## config.mk

```make
export PLATFORM = sky130hd
export DESIGN_NAME = dma_channel_status_and_geometry
export DESIGN_NICKNAME = d
export VERILOG_FILES = /design/src/dma_geom_pkg.sv /design/src/size_decode.sv /design/src/reset_sync.sv /design/src/dma_channel_status_and_geometry.sv
export SDC_FILE = /design/constraint.sdc
export NUM_CORES = 1
export LEC_CHECK = 0
export ABC_AREA = 0
export BUFFER_PORTS_ARGS = -buffer_cell sky130_fd_sc_hd__buf_4
export CORE_MARGIN = 2
export CORE_UTILIZATION = 30
export CTS_CLUSTER_DIAMETER = 40
export CTS_CLUSTER_SIZE = 30
export DETAILED_ROUTE_END_ITERATION = 8
export GPL_TIMING_DRIVEN = 1
export PLACE_DENSITY = 0.43
export SLEW_MARGIN = 20
export SYNTH_ARGS = -nofsm -noshare
export SYNTH_HDL_FRONTEND = slang
export SYNTH_SLANG_ARGS = --single-unit
```

## constraint.sdc

```tcl
create_clock -name clk -period 23.7 [get_ports clk]
set_input_delay 1.185 -clock clk [delete_from_list [all_inputs] [get_ports clk]]
set_output_delay 1.185 -clock clk [all_outputs]
set_load 0.02 [all_outputs]
```

## src/dma_geom_pkg.sv

```systemverilog
// Constants for one DMA channel: status flags, geometry registers, state codes.
// Assumes a single 50 MHz clock and a plain strobe register port.
// Operation
// Set dst_done_flag when destination pointer reaches dst_size.
// Set dst_half_flag when destination pointer reaches half dst_size.
// Set block_done_flag when larger size moved, or on pattern match.
// Set cell_done_flag after each cell of cell_size bytes completes.
// Abort transfer on matching abort interrupt and set abort_flag.
// Set addr_error_flag on invalid source or destination address.
// Software writes a physical source start address.
// Software writes a physical destination start address.
// Source size N means N bytes; zero means 65536.
// Destination size N means N bytes; zero means 65536.
// Size register bits above sixteen read zero, ignore writes.
// Flags reset to zero; address and size registers reset zero.
// Source done and half flags follow source pointer against src_size.
// Enable bits in byte two permit each flag's interrupt.
// Interrupt high while any enabled flag set; flags sticky until cleared.
// Address and size registers are read/write, reset to zero.
package dma_geom_pkg;

  // ----------------------------------------
  // Register offsets
  // ----------------------------------------
  localparam logic [7:0] OFS_INT  = 8'h00;
  localparam logic [7:0] OFS_SSA  = 8'h04;
  localparam logic [7:0] OFS_DSA  = 8'h08;
  localparam logic [7:0] OFS_SSIZ = 8'h0c;
  localparam logic [7:0] OFS_DSIZ = 8'h10;
  localparam logic [7:0] OFS_CSIZ = 8'h14;
  localparam logic [7:0] OFS_CTRL = 8'h18;
  localparam logic [7:0] OFS_SPTR = 8'h1c;
  localparam logic [7:0] OFS_DPTR = 8'h20;
  localparam logic [7:0] OFS_STAT = 8'h24;

  // ----------------------------------------
  // Field positions
  // ----------------------------------------
  localparam int FLAG_LSB   = 0;
  localparam int ENABLE_LSB = 16;
  localparam int BIT_ERR    = 0;
  localparam int BIT_ABORT  = 1;
  localparam int BIT_CELL   = 2;
  localparam int BIT_BLOCK  = 3;
  localparam int BIT_DHALF  = 4;
  localparam int BIT_DDONE  = 5;
  localparam int BIT_SHALF  = 6;
  localparam int BIT_SDONE  = 7;
  localparam int CTRL_EN    = 0;
  localparam int CTRL_AIRQEN = 1;
  localparam int CTRL_AIRQ_LSB = 8;

  // ----------------------------------------
  // Reset values and sizes
  // ----------------------------------------
  localparam logic [31:0] RESET_WORD  = 32'h0000_0000;
  localparam logic [16:0] SIZE_ZERO_BYTES = 17'h1_0000;
  localparam logic [31:0] ADDR_LIMIT  = 32'h2000_0000;

  typedef enum logic [1:0] {
    ST_IDLE = 2'b00,
    ST_MOVE = 2'b01,
    ST_WAIT = 2'b11
  } chan_state_t;

endpackage : dma_geom_pkg

```

## src/size_decode.sv

```systemverilog
// Expands a 16-bit size field into a 17-bit byte count.
// Assumes purely combinational use inside the channel.
`timescale 1ns/10ps
`default_nettype none
module size_decode
  import dma_geom_pkg::*;
(
  // Field
  input  wire logic [15:0] sizeField,
  // Count
  output logic      [16:0] byteCount
);
  assign byteCount = (sizeField == 16'h0000) ? SIZE_ZERO_BYTES : {1'b0, sizeField};
endmodule : size_decode
`default_nettype wire

```

## src/reset_sync.sv

```systemverilog
// Two-stage release of the asynchronous active-low reset.
// Assumes clk runs continuously.
`timescale 1ns/10ps
`default_nettype none
module reset_sync (
  // Clock and reset
  input  wire logic clk,
  input  wire logic resetn,
  // Synchronised reset
  output logic      rstSyncN
);
  logic stage1;
  always_ff @(posedge clk or negedge resetn) begin
    if (!resetn) begin
      stage1   <= 1'b0;
      rstSyncN <= 1'b0;
    end else begin
      stage1   <= 1'b1;
      rstSyncN <= stage1;
    end
  end
endmodule : reset_sync
`default_nettype wire

```

## src/dma_channel_status_and_geometry.sv

```systemverilog
// One DMA channel: geometry registers, byte mover, status flags, interrupt.
// Assumes a plain strobe register port and one byte moved per acknowledged bus beat.
//
// The plain strobed port and the address map were left to the implementer.
`timescale 1ns/10ps
`default_nettype none
module dma_channel_status_and_geometry
  import dma_geom_pkg::*;
(
  // Clock and reset
  input  wire logic        clk,
  input  wire logic        resetn,
  // Register port
  input  wire logic [7:0]  regAddr,
  input  wire logic [31:0] regWdata,
  input  wire logic        regWrite,
  input  wire logic        regRead,
  output logic      [31:0] regRdata,
  // Events from the system
  input  wire logic        startTrig,
  input  wire logic [7:0]  irqNum,
  input  wire logic        irqValid,
  input  wire logic        patternMatch,
  // Memory bus
  output logic [31:0]      busRdAddr,
  output logic [31:0]      busWrAddr,
  output logic             busXfer,
  input  wire logic        busAck,
  // Interrupt
  output logic             chanIrq
);

  // ----------------------------------------
  // Reset release
  // ----------------------------------------
  logic rstN;
  reset_sync uRst (
    .clk      (clk),
    .resetn   (resetn),
    .rstSyncN (rstN)
  );

  // ----------------------------------------
  // Registers
  // ----------------------------------------
  logic [31:0] srcStart_r;
  logic [31:0] dstStart_r;
  logic [15:0] srcSize_r;
  logic [15:0] dstSize_r;
  logic [15:0] cellSize_r;
  logic [7:0]  flags_r;
  logic [7:0]  enables_r;
  logic        chanEn_r;
  logic        abortIrqEn_r;
  logic [7:0]  abortIrqSel_r;
  logic [15:0] srcPointer_r;
  logic [15:0] dstPointer_r;
  logic [16:0] cellCount_r;
  logic [16:0] blockCount_r;
  chan_state_t state_r;

  logic wrInt;
  logic wrSsa;
  logic wrDsa;
  logic wrSsiz;
  logic wrDsiz;
  logic wrCsiz;
  logic wrCtrl;
  assign wrInt  = regWrite && (regAddr == OFS_INT);
  assign wrSsa  = regWrite && (regAddr == OFS_SSA);
  assign wrDsa  = regWrite && (regAddr == OFS_DSA);
  assign wrSsiz = regWrite && (regAddr == OFS_SSIZ);
  assign wrDsiz = regWrite && (regAddr == OFS_DSIZ);
  assign wrCsiz = regWrite && (regAddr == OFS_CSIZ);
  assign wrCtrl = regWrite && (regAddr == OFS_CTRL);

  always_ff @(posedge clk or negedge rstN) begin
    if (!rstN) begin
      srcStart_r <= RESET_WORD;
      dstStart_r <= RESET_WORD;
      srcSize_r  <= 16'h0000;
      dstSize_r  <= 16'h0000;
      cellSize_r <= 16'h0000;
    end else begin
      if (wrSsa) srcStart_r <= regWdata;
      if (wrDsa) dstStart_r <= regWdata;
      if (wrSsiz) srcSize_r <= regWdata[15:0];
      if (wrDsiz) dstSize_r <= regWdata[15:0];
      if (wrCsiz) cellSize_r <= regWdata[15:0];
    end
  end

  always_ff @(posedge clk or negedge rstN) begin
    if (!rstN) begin
      enables_r     <= 8'h00;
      abortIrqEn_r  <= 1'b0;
      abortIrqSel_r <= 8'h00;
    end else begin
      if (wrInt) enables_r <= regWdata[ENABLE_LSB +: 8];
      if (wrCtrl) begin
        abortIrqEn_r  <= regWdata[CTRL_AIRQEN];
        abortIrqSel_r <= regWdata[CTRL_AIRQ_LSB +: 8];
      end
    end
  end

  // ----------------------------------------
  // Size decode
  // ----------------------------------------
  logic [16:0] srcBytes;
  logic [16:0] dstBytes;
  logic [16:0] cellBytes;
  logic [16:0] blockBytes;
  size_decode uSrc (.sizeField(srcSize_r), .byteCount(srcBytes));
  size_decode uDst (.sizeField(dstSize_r), .byteCount(dstBytes));
  size_decode uCel (.sizeField(cellSize_r), .byteCount(cellBytes));
  assign blockBytes = (srcBytes > dstBytes) ? srcBytes : dstBytes;

  // ----------------------------------------
  // Transfer engine
  // ----------------------------------------
  logic abortHit;
  logic addrBad;
  logic beat;
  logic [16:0] srcNext;
  logic [16:0] dstNext;
  logic cellEnd;
  logic blockEnd;
  assign abortHit = abortIrqEn_r && irqValid && (irqNum == abortIrqSel_r);
  assign addrBad  = (srcStart_r >= ADDR_LIMIT) || (dstStart_r >= ADDR_LIMIT);
  assign beat     = (state_r == ST_MOVE) && busAck;
  assign srcNext  = {1'b0, srcPointer_r} + 17'h0_0001;
  assign dstNext  = {1'b0, dstPointer_r} + 17'h0_0001;
  assign cellEnd  = beat && ((cellCount_r + 17'h0_0001) == cellBytes);
  assign blockEnd = beat && ((blockCount_r + 17'h0_0001) == blockBytes);

  logic startOk;
  assign startOk = chanEn_r && startTrig && !addrBad;

  always_ff @(posedge clk or negedge rstN) begin
    if (!rstN) begin
      state_r <= ST_IDLE;
    end else begin
      unique case (state_r)
        ST_IDLE: begin
          if (startOk && !abortHit && !patternMatch) state_r <= ST_MOVE;
        end
        ST_MOVE: begin
          if (abortHit || patternMatch || blockEnd || cellEnd) state_r <= ST_WAIT;
        end
        ST_WAIT: begin
          state_r <= ST_IDLE;
        end
        default: state_r <= ST_IDLE;
      endcase
    end
  end

  always_ff @(posedge clk or negedge rstN) begin
    if (!rstN) begin
      chanEn_r <= 1'b0;
    end else if (abortHit || patternMatch || blockEnd) begin
      chanEn_r <= 1'b0;
    end else if (wrCtrl) begin
      chanEn_r <= regWdata[CTRL_EN];
    end
  end

  always_ff @(posedge clk or negedge rstN) begin
    if (!rstN) begin
      srcPointer_r <= 16'h0000;
      dstPointer_r <= 16'h0000;
      blockCount_r <= 17'h0_0000;
    end else if (abortHit || patternMatch || blockEnd || (wrCtrl && regWdata[CTRL_EN])) begin
      srcPointer_r <= 16'h0000;
      dstPointer_r <= 16'h0000;
      blockCount_r <= 17'h0_0000;
    end else if (beat) begin
      srcPointer_r <= (srcNext == srcBytes) ? 16'h0000 : srcNext[15:0];
      dstPointer_r <= (dstNext == dstBytes) ? 16'h0000 : dstNext[15:0];
      blockCount_r <= blockCount_r + 17'h0_0001;
    end
  end

  always_ff @(posedge clk or negedge rstN) begin
    if (!rstN) begin
      cellCount_r <= 17'h0_0000;
    end else if (state_r == ST_IDLE || cellEnd || abortHit) begin
      cellCount_r <= 17'h0_0000;
    end else if (beat) begin
      cellCount_r <= cellCount_r + 17'h0_0001;
    end
  end

  always_ff @(posedge clk or negedge rstN) begin
    if (!rstN) begin
      busRdAddr <= RESET_WORD;
      busWrAddr <= RESET_WORD;
      busXfer   <= 1'b0;
    end else begin
      busRdAddr <= srcStart_r + {16'h0000, srcPointer_r};
      busWrAddr <= dstStart_r + {16'h0000, dstPointer_r};
      busXfer   <= (state_r == ST_MOVE) && !abortHit && !patternMatch && !beat;
    end
  end

  // ----------------------------------------
  // Status flags
  // ----------------------------------------
  logic [7:0] flagSet;
  always_comb begin
    flagSet            = 8'h00;
    flagSet[BIT_SDONE] = beat && (srcNext == srcBytes);
    flagSet[BIT_SHALF] = beat && (srcNext == {1'b0, srcBytes[16:1]});
    flagSet[BIT_DDONE] = beat && (dstNext == dstBytes);
    flagSet[BIT_DHALF] = beat && (dstNext == {1'b0, dstBytes[16:1]});
    flagSet[BIT_BLOCK] = blockEnd || patternMatch;
    flagSet[BIT_CELL]  = cellEnd;
    flagSet[BIT_ABORT] = abortHit && (state_r != ST_IDLE);
    flagSet[BIT_ERR]   = chanEn_r && startTrig && addrBad;
  end

  logic [7:0] flagClr;
  assign flagClr = wrInt ? regWdata[FLAG_LSB +: 8] : 8'h00;

  always_ff @(posedge clk or negedge rstN) begin
    if (!rstN) begin
      flags_r <= 8'h00;
    end else begin
      flags_r <= (flags_r & ~flagClr) | flagSet;
    end
  end

  always_ff @(posedge clk or negedge rstN) begin
    if (!rstN) begin
      chanIrq <= 1'b0;
    end else begin
      chanIrq <= |(((flags_r & ~flagClr) | flagSet) & enables_r);
    end
  end

  // ----------------------------------------
  // Read data
  // ----------------------------------------
  always_ff @(posedge clk or negedge rstN) begin
    if (!rstN) begin
      regRdata <= RESET_WORD;
    end else if (regRead) begin
      unique case (regAddr)
        OFS_INT:  regRdata <= {8'h00, enables_r, 8'h00, flags_r};
        OFS_SSA:  regRdata <= srcStart_r;
        OFS_DSA:  regRdata <= dstStart_r;
        OFS_SSIZ: regRdata <= {16'h0000, srcSize_r};
        OFS_DSIZ: regRdata <= {16'h0000, dstSize_r};
        OFS_CSIZ: regRdata <= {16'h0000, cellSize_r};
        OFS_CTRL: regRdata <= {16'h0000, abortIrqSel_r, 6'h00, abortIrqEn_r, chanEn_r};
        OFS_SPTR: regRdata <= {16'h0000, srcPointer_r};
        OFS_DPTR: regRdata <= {16'h0000, dstPointer_r};
        OFS_STAT: regRdata <= {30'h0000_0000, state_r};
        default:  regRdata <= RESET_WORD;
      endcase
    end else begin
      regRdata <= RESET_WORD;
    end
  end

endmodule : dma_channel_status_and_geometry
`default_nettype wire

```

# Word-level counts from Yosys, hierarchy flattened
# Cells that the tools add are included.
[totals]
regBits = 306
in_bits = 56
output_inout_bits = 98
elab_cells = 125
[op_classes]
addsub = 6
magnitude_cmp = 3
n_eq_ne = 19
muxes = 22
bitwise = 4
reduce_logical = 49
[op_table]
columns = ["operator", "n"]
rows = [
  ["case mux 32 bit (10 select lines)", 1],
  ["2-to-1 mux 17 bit", 8],
  ["2-to-1 mux 16 bit", 6],
  ["== test 17 bit", 4],
  ["adder 32 x 16 -> 32 bit", 2],
  [">= comparator 32 x 30 -> 1 bit (second input constant)", 2],
  ["logical NOT 16 bit", 3],
  ["adder 16 x 1 -> 17 bit (second input constant)", 2],
  ["adder 17 x 1 -> 17 bit (second input constant)", 2],
  ["== test 17 x 16 -> 1 bit", 2],
  ["== test 8 x 5 -> 1 bit (second input constant)", 4],
  ["2-to-1 mux 32 bit", 1],
  ["logical AND 1 bit", 26],
  ["greater-than comparator 17 bit", 1],
  ["bitwise AND 8 bit", 2],
  ["== test 8 x 4 -> 1 bit (second input constant)", 2],
  ["== test 8 x 6 -> 1 bit (second input constant)", 2],
  ["== test 8 x 3 -> 1 bit (second input constant)", 1],
  ["== test 8 bit", 1],
  ["logical NOT 8 bit", 1],
  ["logical OR 1 bit", 8],
  ["2-to-1 mux 8 bit", 1],
  ["inverter 8 bit", 1],
  ["OR 8 bit", 1],
  ["other kinds (10)", 19],
]

# Depth between registers and ports, before layout
# Gate-level depths: netlist of the first run.
[depth]
depth_word = 10
mapped_depth = 17
ltp_nobuf = 13

# Cells and area by module
# Synthesis of the first run repeated with hierarchy kept, for this count alone.
[unflattened]
hier_cells = 1927
hier_area_um2 = 19074.5
[by_module_without_submodules]
columns = ["module", "n_inst", "cells_each", "area_per_inst_um2", "seq_area_each_um2"]
rows = [
  ["dma_channel_status_and_geometry", 1, 1861, 18739.2, 7607.3],
  ["size_decode", 3, 21, 93.8, 0.0],
  ["reset_sync", 1, 3, 53.8, 50.0],
]

# Worst setup path after synthesis of the first run
# No wires, ideal clock.
[synth_path]
path_type = "register to register"
startpoint = "register dstSize_r[2]"
endpoint = "register dstPointer_r[0]"
setup_time_ps = 142
arrival_ps = 3647
required_ps = 23558
slack_ps = 19911
stages_incl_launch_ff = 15
path_buffers = 3
synth_period_minus_slack_ps = 3789
cell_sequence = "dfrtp_1 > clkbuf_1 > nor4_1 > nand4_1 > ha_1 > and4_1 > and3_1 > mux2_2 > nor2_1 > nand4_1 > a2111oi_0 > and3_1 > buf_4 > buf_6 > nor3_2"
[synth_via]
elab_chain_len = 9
word_cells_on_any_way = 13
classes_between = "1 x order compare; 2 x eq/ne; 5 x mux; 5 x reduce/logical"
[synth_rtl]
columns = ["item", "line_no", "rtl"]
rows = [
  ["from (decl)", "dma_channel_status_and_geometry.sv:49", "logic [15:0] dstSize_r;"],
  ["from (signal assigned)", "dma_channel_status_and_geometry.sv:88", "if (wrDsiz) dstSize_r <= regWdata[15:0];"],
  ["logical NOT 16 bit", "size_decode.sv:13", "assign byteCount = (sizeField == 16'h0000) ? SIZE_ZERO_BYTES : {1'b0, sizeField};"],
  ["2-to-1 mux 17 bit (*)", "size_decode.sv:13", ""],
  ["greater-than comparator 17 bit", "dma_channel_status_and_geometry.sv:117", "assign blockBytes = (srcBytes > dstBytes) ? srcBytes : dstBytes;"],
  ["2-to-1 mux 17 bit", "dma_channel_status_and_geometry.sv:117", ""],
  ["== test 17 bit", "dma_channel_status_and_geometry.sv:135", "assign blockEnd = beat && ((blockCount_r + 17'h0_0001) == blockBytes);"],
  ["logical AND 1 bit", "dma_channel_status_and_geometry.sv:135", ""],
  ["logical OR 1 bit (2 in a row)", "dma_channel_status_and_geometry.sv:174", "end else if (abortHit || patternMatch || blockEnd || (wrCtrl && regWdata[CTRL_EN])) begin"],
  ["2-to-1 mux 16 bit / nonzero test 2 bit (equally long branches)", "--", ""],
  ["to (signal assigned)", "dma_channel_status_and_geometry.sv:180", "dstPointer_r <= (dstNext == dstBytes) ? 16'h0000 : dstNext[15:0];"],
  ["to (decl)", "dma_channel_status_and_geometry.sv:57", "logic [15:0] dstPointer_r;"],
]
# Every way passes the cells marked *; elsewhere a longest branch is shown, timed or not. The select of a mux whose other input is x is not followed.
# A chain may end at the register's enable or synchronous reset.

# Final worst setup path of the first run
[layout_path]
startpoint = "register srcSize_r[7]"
endpoint = "register srcPointer_r[3]"
[layout_via]
elab_chain_len = 9
word_cells_on_any_way = 13
classes_between = "1 x order compare; 2 x eq/ne; 5 x mux; 5 x reduce/logical"
[layout_rtl]
columns = ["item", "line_no", "rtl"]
rows = [
  ["from (decl)", "dma_channel_status_and_geometry.sv:48", "logic [15:0] srcSize_r;"],
  ["from (signal assigned)", "dma_channel_status_and_geometry.sv:87", "if (wrSsiz) srcSize_r <= regWdata[15:0];"],
  ["logical NOT 16 bit", "size_decode.sv:13", ""],
  ["2-to-1 mux 17 bit (*)", "size_decode.sv:13", ""],
  ["greater-than comparator 17 bit", "dma_channel_status_and_geometry.sv:117", ""],
  ["2-to-1 mux 17 bit", "dma_channel_status_and_geometry.sv:117", ""],
  ["== test 17 bit", "dma_channel_status_and_geometry.sv:135", ""],
  ["logical AND 1 bit", "dma_channel_status_and_geometry.sv:135", ""],
  ["logical OR 1 bit (2 in a row)", "dma_channel_status_and_geometry.sv:174", ""],
  ["2-to-1 mux 16 bit / nonzero test 2 bit (equally long branches)", "--", ""],
  ["to (signal assigned)", "dma_channel_status_and_geometry.sv:179", "srcPointer_r <= (srcNext == srcBytes) ? 16'h0000 : srcNext[15:0];"],
  ["to (decl)", "dma_channel_status_and_geometry.sv:56", "logic [15:0] srcPointer_r;"],
]
# Marks and branches as above.

==> metrics, run 1 <==
first-pass GRT wire length=107800 um; GRT Residual Overflow=0; H-tree depth=2; Largest stage delay, worst path=~0.65 ns; #FFs+latches synth=306; Post-synth EDFFs=0; die extent in x=253.3 um; Synth Area in XOR/XNOR=11.08%; worst slew pin tran=1.054 ns; switching share of power=29.14%; clk slew on worst S/H paths=approximately 0.060 ns; stages on the worst setup path=14; final worst path period need=about 5.3 ns; total track usage=23.19%; total iterations of the first detailed-routing run=6; top post-synthesis cells by area=dfrtp_1 41%, mux2_2 7.9%, xnor2_1 6.7%; final hold violation count=0; Setup crit end kind=register; Top FF cell, synth=dfrtp_1; clock buffer depth=3; Avg Inst Size Synth=9.835 um2; FMAX=187.0 MHz; number of global-route vias before repair=15369; hold_ws=0.3237 ns; ratio of cells with drive above 1 in the final layout=24.28%; post-synthesis async set-or-reset flop share=100.0%; Worst Path Arrival=5.81 ns; CTS Buf Count=61; commonest cells after routing, fill and taps aside=305 x dfrtp_1, 177 x buf_4, 143 x xnor2_1; Routed wire per std cell=25.95 um; Slew HR=between 20 and 30%; unrepaired setup endpoints after global routing=no; slowest CP cell=nor4_1; synthesized cell area=18650 um2; clock latency at the later pin of the worst-skew pair=0.63 ns; clock skew=0.02570 ns; worst reg2reg endpoint=srcPointer_r[3]; CP top delay family=simple AND/OR/NAND/NOR gates; DRC viols=0; Synth Area in Compound Gates=13.22%; DRT antenna net count=0; r2r worst-path depth=14; internal power=roughly 1200 uW; worst setup path end=srcPointer_r[3]; hold buffer count at cts=0; R2R Path Start=srcSize_r[7]; mux cell area share after synthesis=8.286%; Worst Setup Start Kind=register; Psw=486.2 uW; Core Util, Final=roughly 37%; Reg2Reg Setup Slack=about 18 ns; static leakage power=~0.0099 uW; DP Wirelength=between 50000 and 60000 um; cts repair resizes=0; commonest non-fill, non-tap cell in the layout=dfrtp_1; vias per inst=5.341; Worst Hold Class=primary input to async pin; simple-gate share of the synthesized area=between 10% and 20%; Initial Util=~30%; Final setup viols=0; CTS root buf=clkbuf_16; DR vias=15367; Yosys Warn Count=0; core area=between 60000 and 70000 um2; Final Max Slew Viols=0; Routed WL=~75000 um; Critical Path RT=24.16 ns; Vert. Die Dim=around 250 um; Ports=between 150 and 200; part of the power in registers=35.1%; row cnt=between 90 and 100; fin crit share=22.56%; largest net degree at the start of global routing=72; critical-path cell list=nor4_1 -> nand4_1 -> inv_1 -> ha_1 -> a21oi_1 -> o21ai_1 -> a21oi_1 -> and3_1 -> o21ai_0 -> a21o_1 -> a2111oi_0 -> and3_2 -> buf_4 -> nor3_2; clock sink total=306; setup fix buffers added after clock tree synthesis=0; sequential share of the synthesized area=41.06%; area delta synth->final=20.95%; max_cap viols=0; Fin Setup TNS=0 ns; peak supply drop=0.05389 mV; cell mode on critical path=a21oi_1; PortBufs=153; Bufs and invs on worst path=2; nets=2099; Crit Path Class=register to register; cell taking the most area after synthesis=dfrtp_1; DR iter-0 viols=between 1000 and 1500; Synth cell types=86; Synth top area share=41.06%; CTS tree=yes; Clock Power Share=approximately 52%; Comb pwr share=12.7%; antenna violations before repair=6; status=complete, no violations; syn_nets=2005; CP startpoint=srcSize_r[7]; largest family of logic cells by synthesized area=simple AND/OR/NAND/NOR gates; PwrDens=73.97 nW/um2; RePlAce Congestion=0.9174; CP Max Fanout=44; power consumption=1668 uW; die area=64170 um2; gate count after technology mapping=between 1500 and 2000; Post-Synth Adder-Cell Area=3.637%
==> synthesized netlist by cell type, types with 9 or more instances <==
library cell / n
nand2b_1: 9
a41oi_1: 15
and3_1: 27
a22oi_1: 68
o211ai_1: 11
a21oi_1: 71
a221oi_1: 9
mux2_2: 131
a21o_1: 15
nor3_2: 33
buf_2: 13
a31oi_1: 12
clkbuf_1: 117
inv_1: 43
nand3_1: 64
and2_1: 12
or4_1: 14
or2_2: 10
xor2_1: 80
dfrtp_1: 306
nor2_1: 142
ha_1: 51
o21ai_0: 42
buf_1: 9
or3_1: 13
a22o_1: 9
nor2b_1: 14
nor3_1: 50
xnor2_1: 143
o21a_1: 13
nand2_1: 132
nor4_1: 28
a211oi_1: 12
nand4_1: 35
==> state kept, by name (all words and copies together), names as in the netlist <==
name and flops:
regRdata 32, abortIrqEn_r 1, cellCount_r 17, dstPointer_r 16
uRst.stage1 1, busRdAddr 32, flags_r 8, chanEn_r 1
dstStart_r 32, srcPointer_r 16, enables_r 8, srcSize_r 16
srcStart_r 32, blockCount_r 17, state_r 2, busWrAddr 32
dstSize_r 16, cellSize_r 16, chanIrq 1, busXfer 1
abortIrqSel_r 8, uRst.rstSyncN 1
==> per-layer routing <==
layer,vias up,track usage [%],wire [um]
met5,-,0,0
met4,0,8.605,2731
met3,116,4.359,4425
met2,515,37.53,34790
met1,7686,30.68,32700
li1,7050,-,-
==> power by group through the flow <==
| stage | clock [uW] | sequential (uW) | combinational [uW] |
|---|---|---|---|
| floorplan | 0 | 580 | 137 |
| global placement | 0 | 593 | 213 |
| detailed placement | 0 | 594 | 211 |
| CTS | 889 | 585 | 213 |
| global route | 915 | 589 | 231 |
| finish | 871 | 586 | 212 |
==> worst min-delay path by stage <==
stage               endpoint  slack (ns)
5_1_grt        uRst.rstSyncN        0.30
4_1_cts        uRst.rstSyncN        0.29
3_3_place_gp   uRst.rstSyncN        0.34
2_1_floorplan  uRst.rstSyncN        0.33
6_report       uRst.rstSyncN        0.32
3_5_place_dp   uRst.rstSyncN        0.34
==> cell families (layout without fill, tap and decap cells) <==
family / Yosys count / after routing
other: 1 / 2
and+or+nand+nor: 632 / 632
DFF: 306 / 306
adders and majority gates: 53 / 53
xor gates and xnor gates: 228 / 228
buffers and inverters: 189 / 332
muxes: 138 / 138
AOI/OAI and AO/OA: 349 / 349
==> stage by stage <==
step                      setup slack, ns  instances  instance area [um2]
after floorplan                     14.54       1896                18650
after global placement              18.33       2764                20450
after detailed placement            18.34       2764                20450
after CTS                           18.35       2876                22550
after global routing                18.01       2876                22550
final                               18.35       2877                22550
==> worst reg2reg max path, stage by stage (launching register included) <==
cell,delay [ns]
dfrtp_1,0.61
nor4_1,0.65
nand4_1,0.37
inv_1,0.22
ha_1,0.27
a21oi_1,0.15
o21ai_1,0.17
a21oi_1,0.43
and3_1,0.44
o21ai_0,0.18
a21o_1,0.24
a2111oi_0,0.42
and3_2,0.25
buf_4,0.58
nor3_2,0.22
==> final cells by class <==
type                    count  area, um2
repair buffers            177       1329
clock inverters            41      464.2
flip-flops and latches    306       7661
multi-input cells        1401      10250
clock buffers              71       1634
fillers                  6137      39040
well taps                 837       1047
diodes                      1      2.502
inverters                  43      161.4
(Power assumes the default switching activity.)
==> run 2, diff against run 1 <==
Clock period 23.7 ns to 5.31 ns, I/O delays scaled along.
==> metrics, run 2 (same netlist as run 1, synthesis figures left out) <==
status=complete, no violations; fin crit share=about nine tenths; Critical Path RT=5.74 ns; internal power=a little under 6000 uW; CP Max Fanout=44; Worst Setup Start Kind=register; Psw=2226 uW; Final Max Slew Viols=0; setup fix buffers added after clock tree synthesis=0; worst slew pin tran=1.054 ns; max_cap viols=0; Setup crit end kind=register; Clock Power Share=between 50% and 60%; clock sink total=between 300 and 400; RePlAce Congestion=between 0.9 and 1; clock buffer depth=3; GRT Residual Overflow=0; Final setup viols=0; switching share of power=27.57%; Ports=154; CTS root buf=clkbuf_16; row cnt=91; placed inst area=20680 um2; clock latency at the later pin of the worst-skew pair=between 0.6 and 0.7 ns; vias per inst=5.361; final hold violation count=0; die area=64170 um2; Crit Path Class=register to register; static leakage power=0.01033 uW; total iterations of the first detailed-routing run=5; ratio of cells with drive above 1 in the final layout=around a quarter; number of global-route vias before repair=15739; antenna violations before repair=4; Vert. Die Dim=253.3 um; Initial Util=30.27%; DR iter-0 viols=1212; clock skew=0.02898 ns; Worst Path Arrival=slightly above 5 ns; PwrDens=345.7 nW/um2; design area=23360 um2; nets=between 2000 and 2500; FMAX=212.8 MHz; largest net degree at the start of global routing=approximately 160; Routed wire per std cell=25.63 um; DRT antenna net count=0; PortBufs=153; DR vias=15751; Finished Layout Cells=2938; commonest cells after routing, fill and taps aside=305 x dfrtp_1, 200 x buf_4, 143 x xnor2_1; unrepaired setup endpoints after global routing=no; Core Util, Final=37.93%; CTS Buf Count=slightly below 70; Comb pwr share=12.5%; first-pass GRT wire length=110700 um; core area=61600 um2; die extent in x=roughly 250 um; final worst path period need=4.700 ns; commonest non-fill, non-tap cell in the layout=dfrtp_1; Routed WL=75310 um; CTS tree=yes; DP Wirelength=56210 um; Slew HR=29.73%; Fin Setup TNS=0 ns; Worst Hold Class=primary input to register; peak supply drop=0.2328 mV; H-tree depth=3; clk slew on worst S/H paths=0.05 ns; placed insts=2790; part of the power in registers=around a third; area delta synth->final=25.28%; total track usage=23.68%; smallest setup slack after layout=0.6102 ns; DRC viols=0; pre-CTS WS=0.3125 ns
-- run 2: cell types whose count changed in the layout (fill, tap and decap cells not counted), sizes merged --
cell and change:
clkinv +4, diode +1, clkbuf +13, dlygate4sd3 +21, inv -10, bufinv +5
buf +26, clkinvlp +1
-- run 2: what timing repair did --
item                       CTS  global route
hold buffers                21             0
setup endpoints to repair    0            33
hold endpoints to repair    47             0
gates resized for setup      0             1
-- run 2: area by class of cell --
cell class / instances / area (um2)
Tap cell: 837 / 1047
Timing Repair Buffer: 224 / 1772
Fill cell: 6164 / 38240
Antenna cell: 2 / 5.005
Inverter: 43 / 161.4
Sequential cell: 306 / 7661
Multi-Input combinational cell: 1401 / 10260
Clock buffer: 84 / 1873
Clock inverter: 41 / 584.3
-- run 2: metal layers --
| layer | part of all wire [%] | up-vias | track usage, % |
|---|---|---|---|
| li1 | - | 7179 | - |
| met1 | 45 | 7965 | 31.80 |
| met2 | 46 | 483 | 37.66 |
| met3 | 5.2 | 124 | 3.937 |
| met4 | 3.9 | 0 | 9.890 |
| met5 | 0 | - | 0 |
-- run 2: per-stage QoR --
stage | hold WS [ns] | total power (uW)
2_1_floorplan | -0.03009 | 3200
3_3_place_gp | 0.05131 | 3617
3_5_place_dp | 0.05039 | 3613
4_1_cts | 0.001696 | 8174
5_1_grt | 0.02427 | 8399
6_report | 0.03525 | 8076
-- run 2: path summary, 6_finish.rpt --
check	start	to	slack, ns	cells past startpoint
max	srcSize_r[1]	srcPointer_r[5]	0.61	13
min in group asynchronous	uRst.rstSyncN	regRdata[1]	0.36	1
max in group asynchronous	uRst.rstSyncN	srcPointer_r[0]	4.03	1
min reg2reg	uRst.rstSyncN	regRdata[1]	0.36	1
max reg2reg	srcSize_r[1]	srcPointer_r[5]	0.61	13
min	regWdata[9]	abortIrqSel_r[1]	0.04	2
-- run 2: worst max-delay path, stage by stage, from the launching register on --
cell and delay (ns):
dfrtp_1 0.48, nor4_2 0.53, nand4_1 0.33, inv_1 0.23
ha_1 0.19, and4_1 0.27, and3_1 0.29, mux2_2 0.43
nor2_1 0.43, nand4_1 0.15, a2111oi_0 0.48, and3_2 0.27
buf_12 0.24, nor3_2 0.09
-- run 2: power by group through the flow --
stage / logic [uW] / registers [uW] / clock network (uW)
final: 1010 / 2580 / 4480
after global routing: 1100 / 2590 / 4710
after CTS: 1010 / 2580 / 4580
after detailed placement: 998 / 2610 / 0
after global placement: 1000 / 2610 / 0
after floorplan: 610 / 2590 / 0
==> run 3, diff against run 2 <==
Clock period 5.31 ns to 5.2 ns, I/O delays scaled along.
==> metrics, run 3 (same netlist as run 1, synthesis figures left out) <==
CTS tree=yes; critical-path cell list=nor4_1 -> nand4_1 -> inv_1 -> ha_1 -> and4_1 -> and3_1 -> mux2_2 -> nor2_1 -> nand4_1 -> a2111oi_0 -> and3_2 -> buf_4 -> nor3_1; PortBufs=~150; slowest CP cell=dfrtp_1; Slew HR=35.29%; Clock Power Share=between 50% and 60%; worst slew pin tran=a little under 1 ns; commonest non-fill, non-tap cell in the layout=dfrtp_1; R2R Path Start=srcSize_r[1]; Critical Path RT=approximately 5.7 ns; Comb pwr share=12.2%; RePlAce Congestion=0.9172; DR iter-0 viols=1185; clock sink total=~310; core area=61600 um2; first-pass GRT wire length=108800 um; die area=64170 um2; worst reg2reg endpoint=dstPointer_r[15]; die extent in x=around 250 um; Largest stage delay, worst path=0.49 ns; unrepaired setup endpoints after global routing=no; Reg2Reg Setup Slack=0.65 ns; CP top delay family=simple AND/OR/NAND/NOR gates; stages on the worst setup path=13; vias per inst=5.381; Bufs and invs on worst path=2; setup fix buffers added after clock tree synthesis=0; part of the power in registers=31.6%; Worst Hold Class=primary input to register; nets=approximately 2200; DP Wirelength=around 56000 um; GRT Residual Overflow=0; final hold violation count=0; internal power=roughly 6000 uW; r2r worst-path depth=13; cell mode on critical path=nand4_1; antenna violations before repair=5; fin crit share=87.53%; ratio of cells with drive above 1 in the final layout=around 26%; Setup crit end kind=register; CTS root buf=clkbuf_16; total track usage=between 20% and 30%; Fin Setup TNS=0 ns; Final Max Slew Viols=0; CP startpoint=srcSize_r[1]; Worst Path Arrival=roughly 5 ns; Fillers=6151; CP Max Fanout=17; Vert. Die Dim=253.3 um; max_cap viols=0; final worst path period need=4.552 ns; CTS Buf Count=70; Routed WL=74490 um; largest net degree at the start of global routing=101; clk slew on worst S/H paths=0.05 ns; DR vias=15870; DRC viols=0; hold_ws=around 0.038 ns; clock skew=0.03140 ns; H-tree depth=3; Final setup viols=0; clock buffer depth=3; Crit Path Class=register to register; Initial Util=30.27%; switching share of power=28.17%; Worst Setup Start Kind=register; peak supply drop=0.2416 mV; PwrDens=~360 nW/um2; static leakage power=about 0.010 uW; status=complete, no violations; FMAX=219.7 MHz; total iterations of the first detailed-routing run=5; Psw=2354 uW; Ports=154; area delta synth->final=26.17%; worst setup path end=dstPointer_r[15]; Routed wire per std cell=25.26 um; clock latency at the later pin of the worst-skew pair=0.63 ns; commonest cells after routing, fill and taps aside=305 x dfrtp_1, 207 x buf_4, 143 x xnor2_1; number of global-route vias before repair=between 15000 and 20000; DRT antenna net count=0; row cnt=91
## run 3: cell count changes in the layout (fill, tap and decap cells not counted), moves of 2 or more
cell | before | now
buf_4 | 200 | 207
clkbuf_8 | 9 | 13
clkinv_4 | 7 | 3
clkinv_16 | 2 | 5
clkinvlp_4 | 6 | 9
bufinv_16 | 10 | 8
clkinv_2 | 10 | 8
## run 3: area by class of cell
type	count	area, um2	share of cell area (%)
multi-input cells	1401	10260	43.59
flip-flops and latches	306	7661	32.56
diodes	1	2.502	0.01064
repair buffers	232	1834	7.796
well taps	837	1047	4.451
clock buffers	88	1949	8.285
clock inverters	41	615.6	2.616
inverters	43	161.4	0.6860
## run 3: worst register-to-register path: cells and delay by family, from the launching register on
family	cells	cell delay [ns]
buf+inv	2	0.57
compound gates	1	0.44
simple gates	8	2.27
flops	1	0.49
mux	1	0.42
fa+ha+maj	1	0.20
## run 3: how the worst min path moves through the flow
stage	from	slack [ns]	cells after the start	end
floorplan	resetn	-0.04	0	uRst.rstSyncN
global placement	resetn	0.04	1	uRst.stage1
detailed placement	resetn	0.05	1	uRst.rstSyncN
CTS	regWdata[8]	0.02	2	abortIrqSel_r[0]
global route	regWdata[8]	0.02	2	abortIrqSel_r[0]
finish	regWdata[8]	0.04	2	abortIrqSel_r[0]
## run 3: timing repair
action	4_1_cts	5_1_grt
hold buffers	22	0
resized for setup	0	0
endpoints found under the hold margin	49	0
## run 3: through the flow
stage	cells	cell area (um2)	setup WS (ns)	utilization, %	power [uW]
finish	2949	23530	0.6484	38.20	8359
global route	2948	23530	0.3049	38.19	8675
global placement	2797	20740	0.7785	33.67	3688
floorplan	1896	18650	0.1920	-	3267
CTS	2948	23530	0.7069	38.19	8440
detailed placement	2797	20740	0.7204	33.67	3680
## run 3: metal layers
metal,up-vias,wire length (um),track usage (%)
met3,116,3849,3.845
met1,8090,33370,31.10
li1,7172,-,-
met2,492,34990,37.76
met5,-,0,0
met4,0,2288,8.098
## run 3: power groups by stage
stage,Clock (uW),Sequential (uW),Combinational [uW]
6_report,4700,2640,1020
5_1_grt,4910,2650,1110
4_1_cts,4780,2640,1030
3_5_place_dp,0,2670,1010
3_3_place_gp,0,2670,1020
2_1_floorplan,0,2640,623
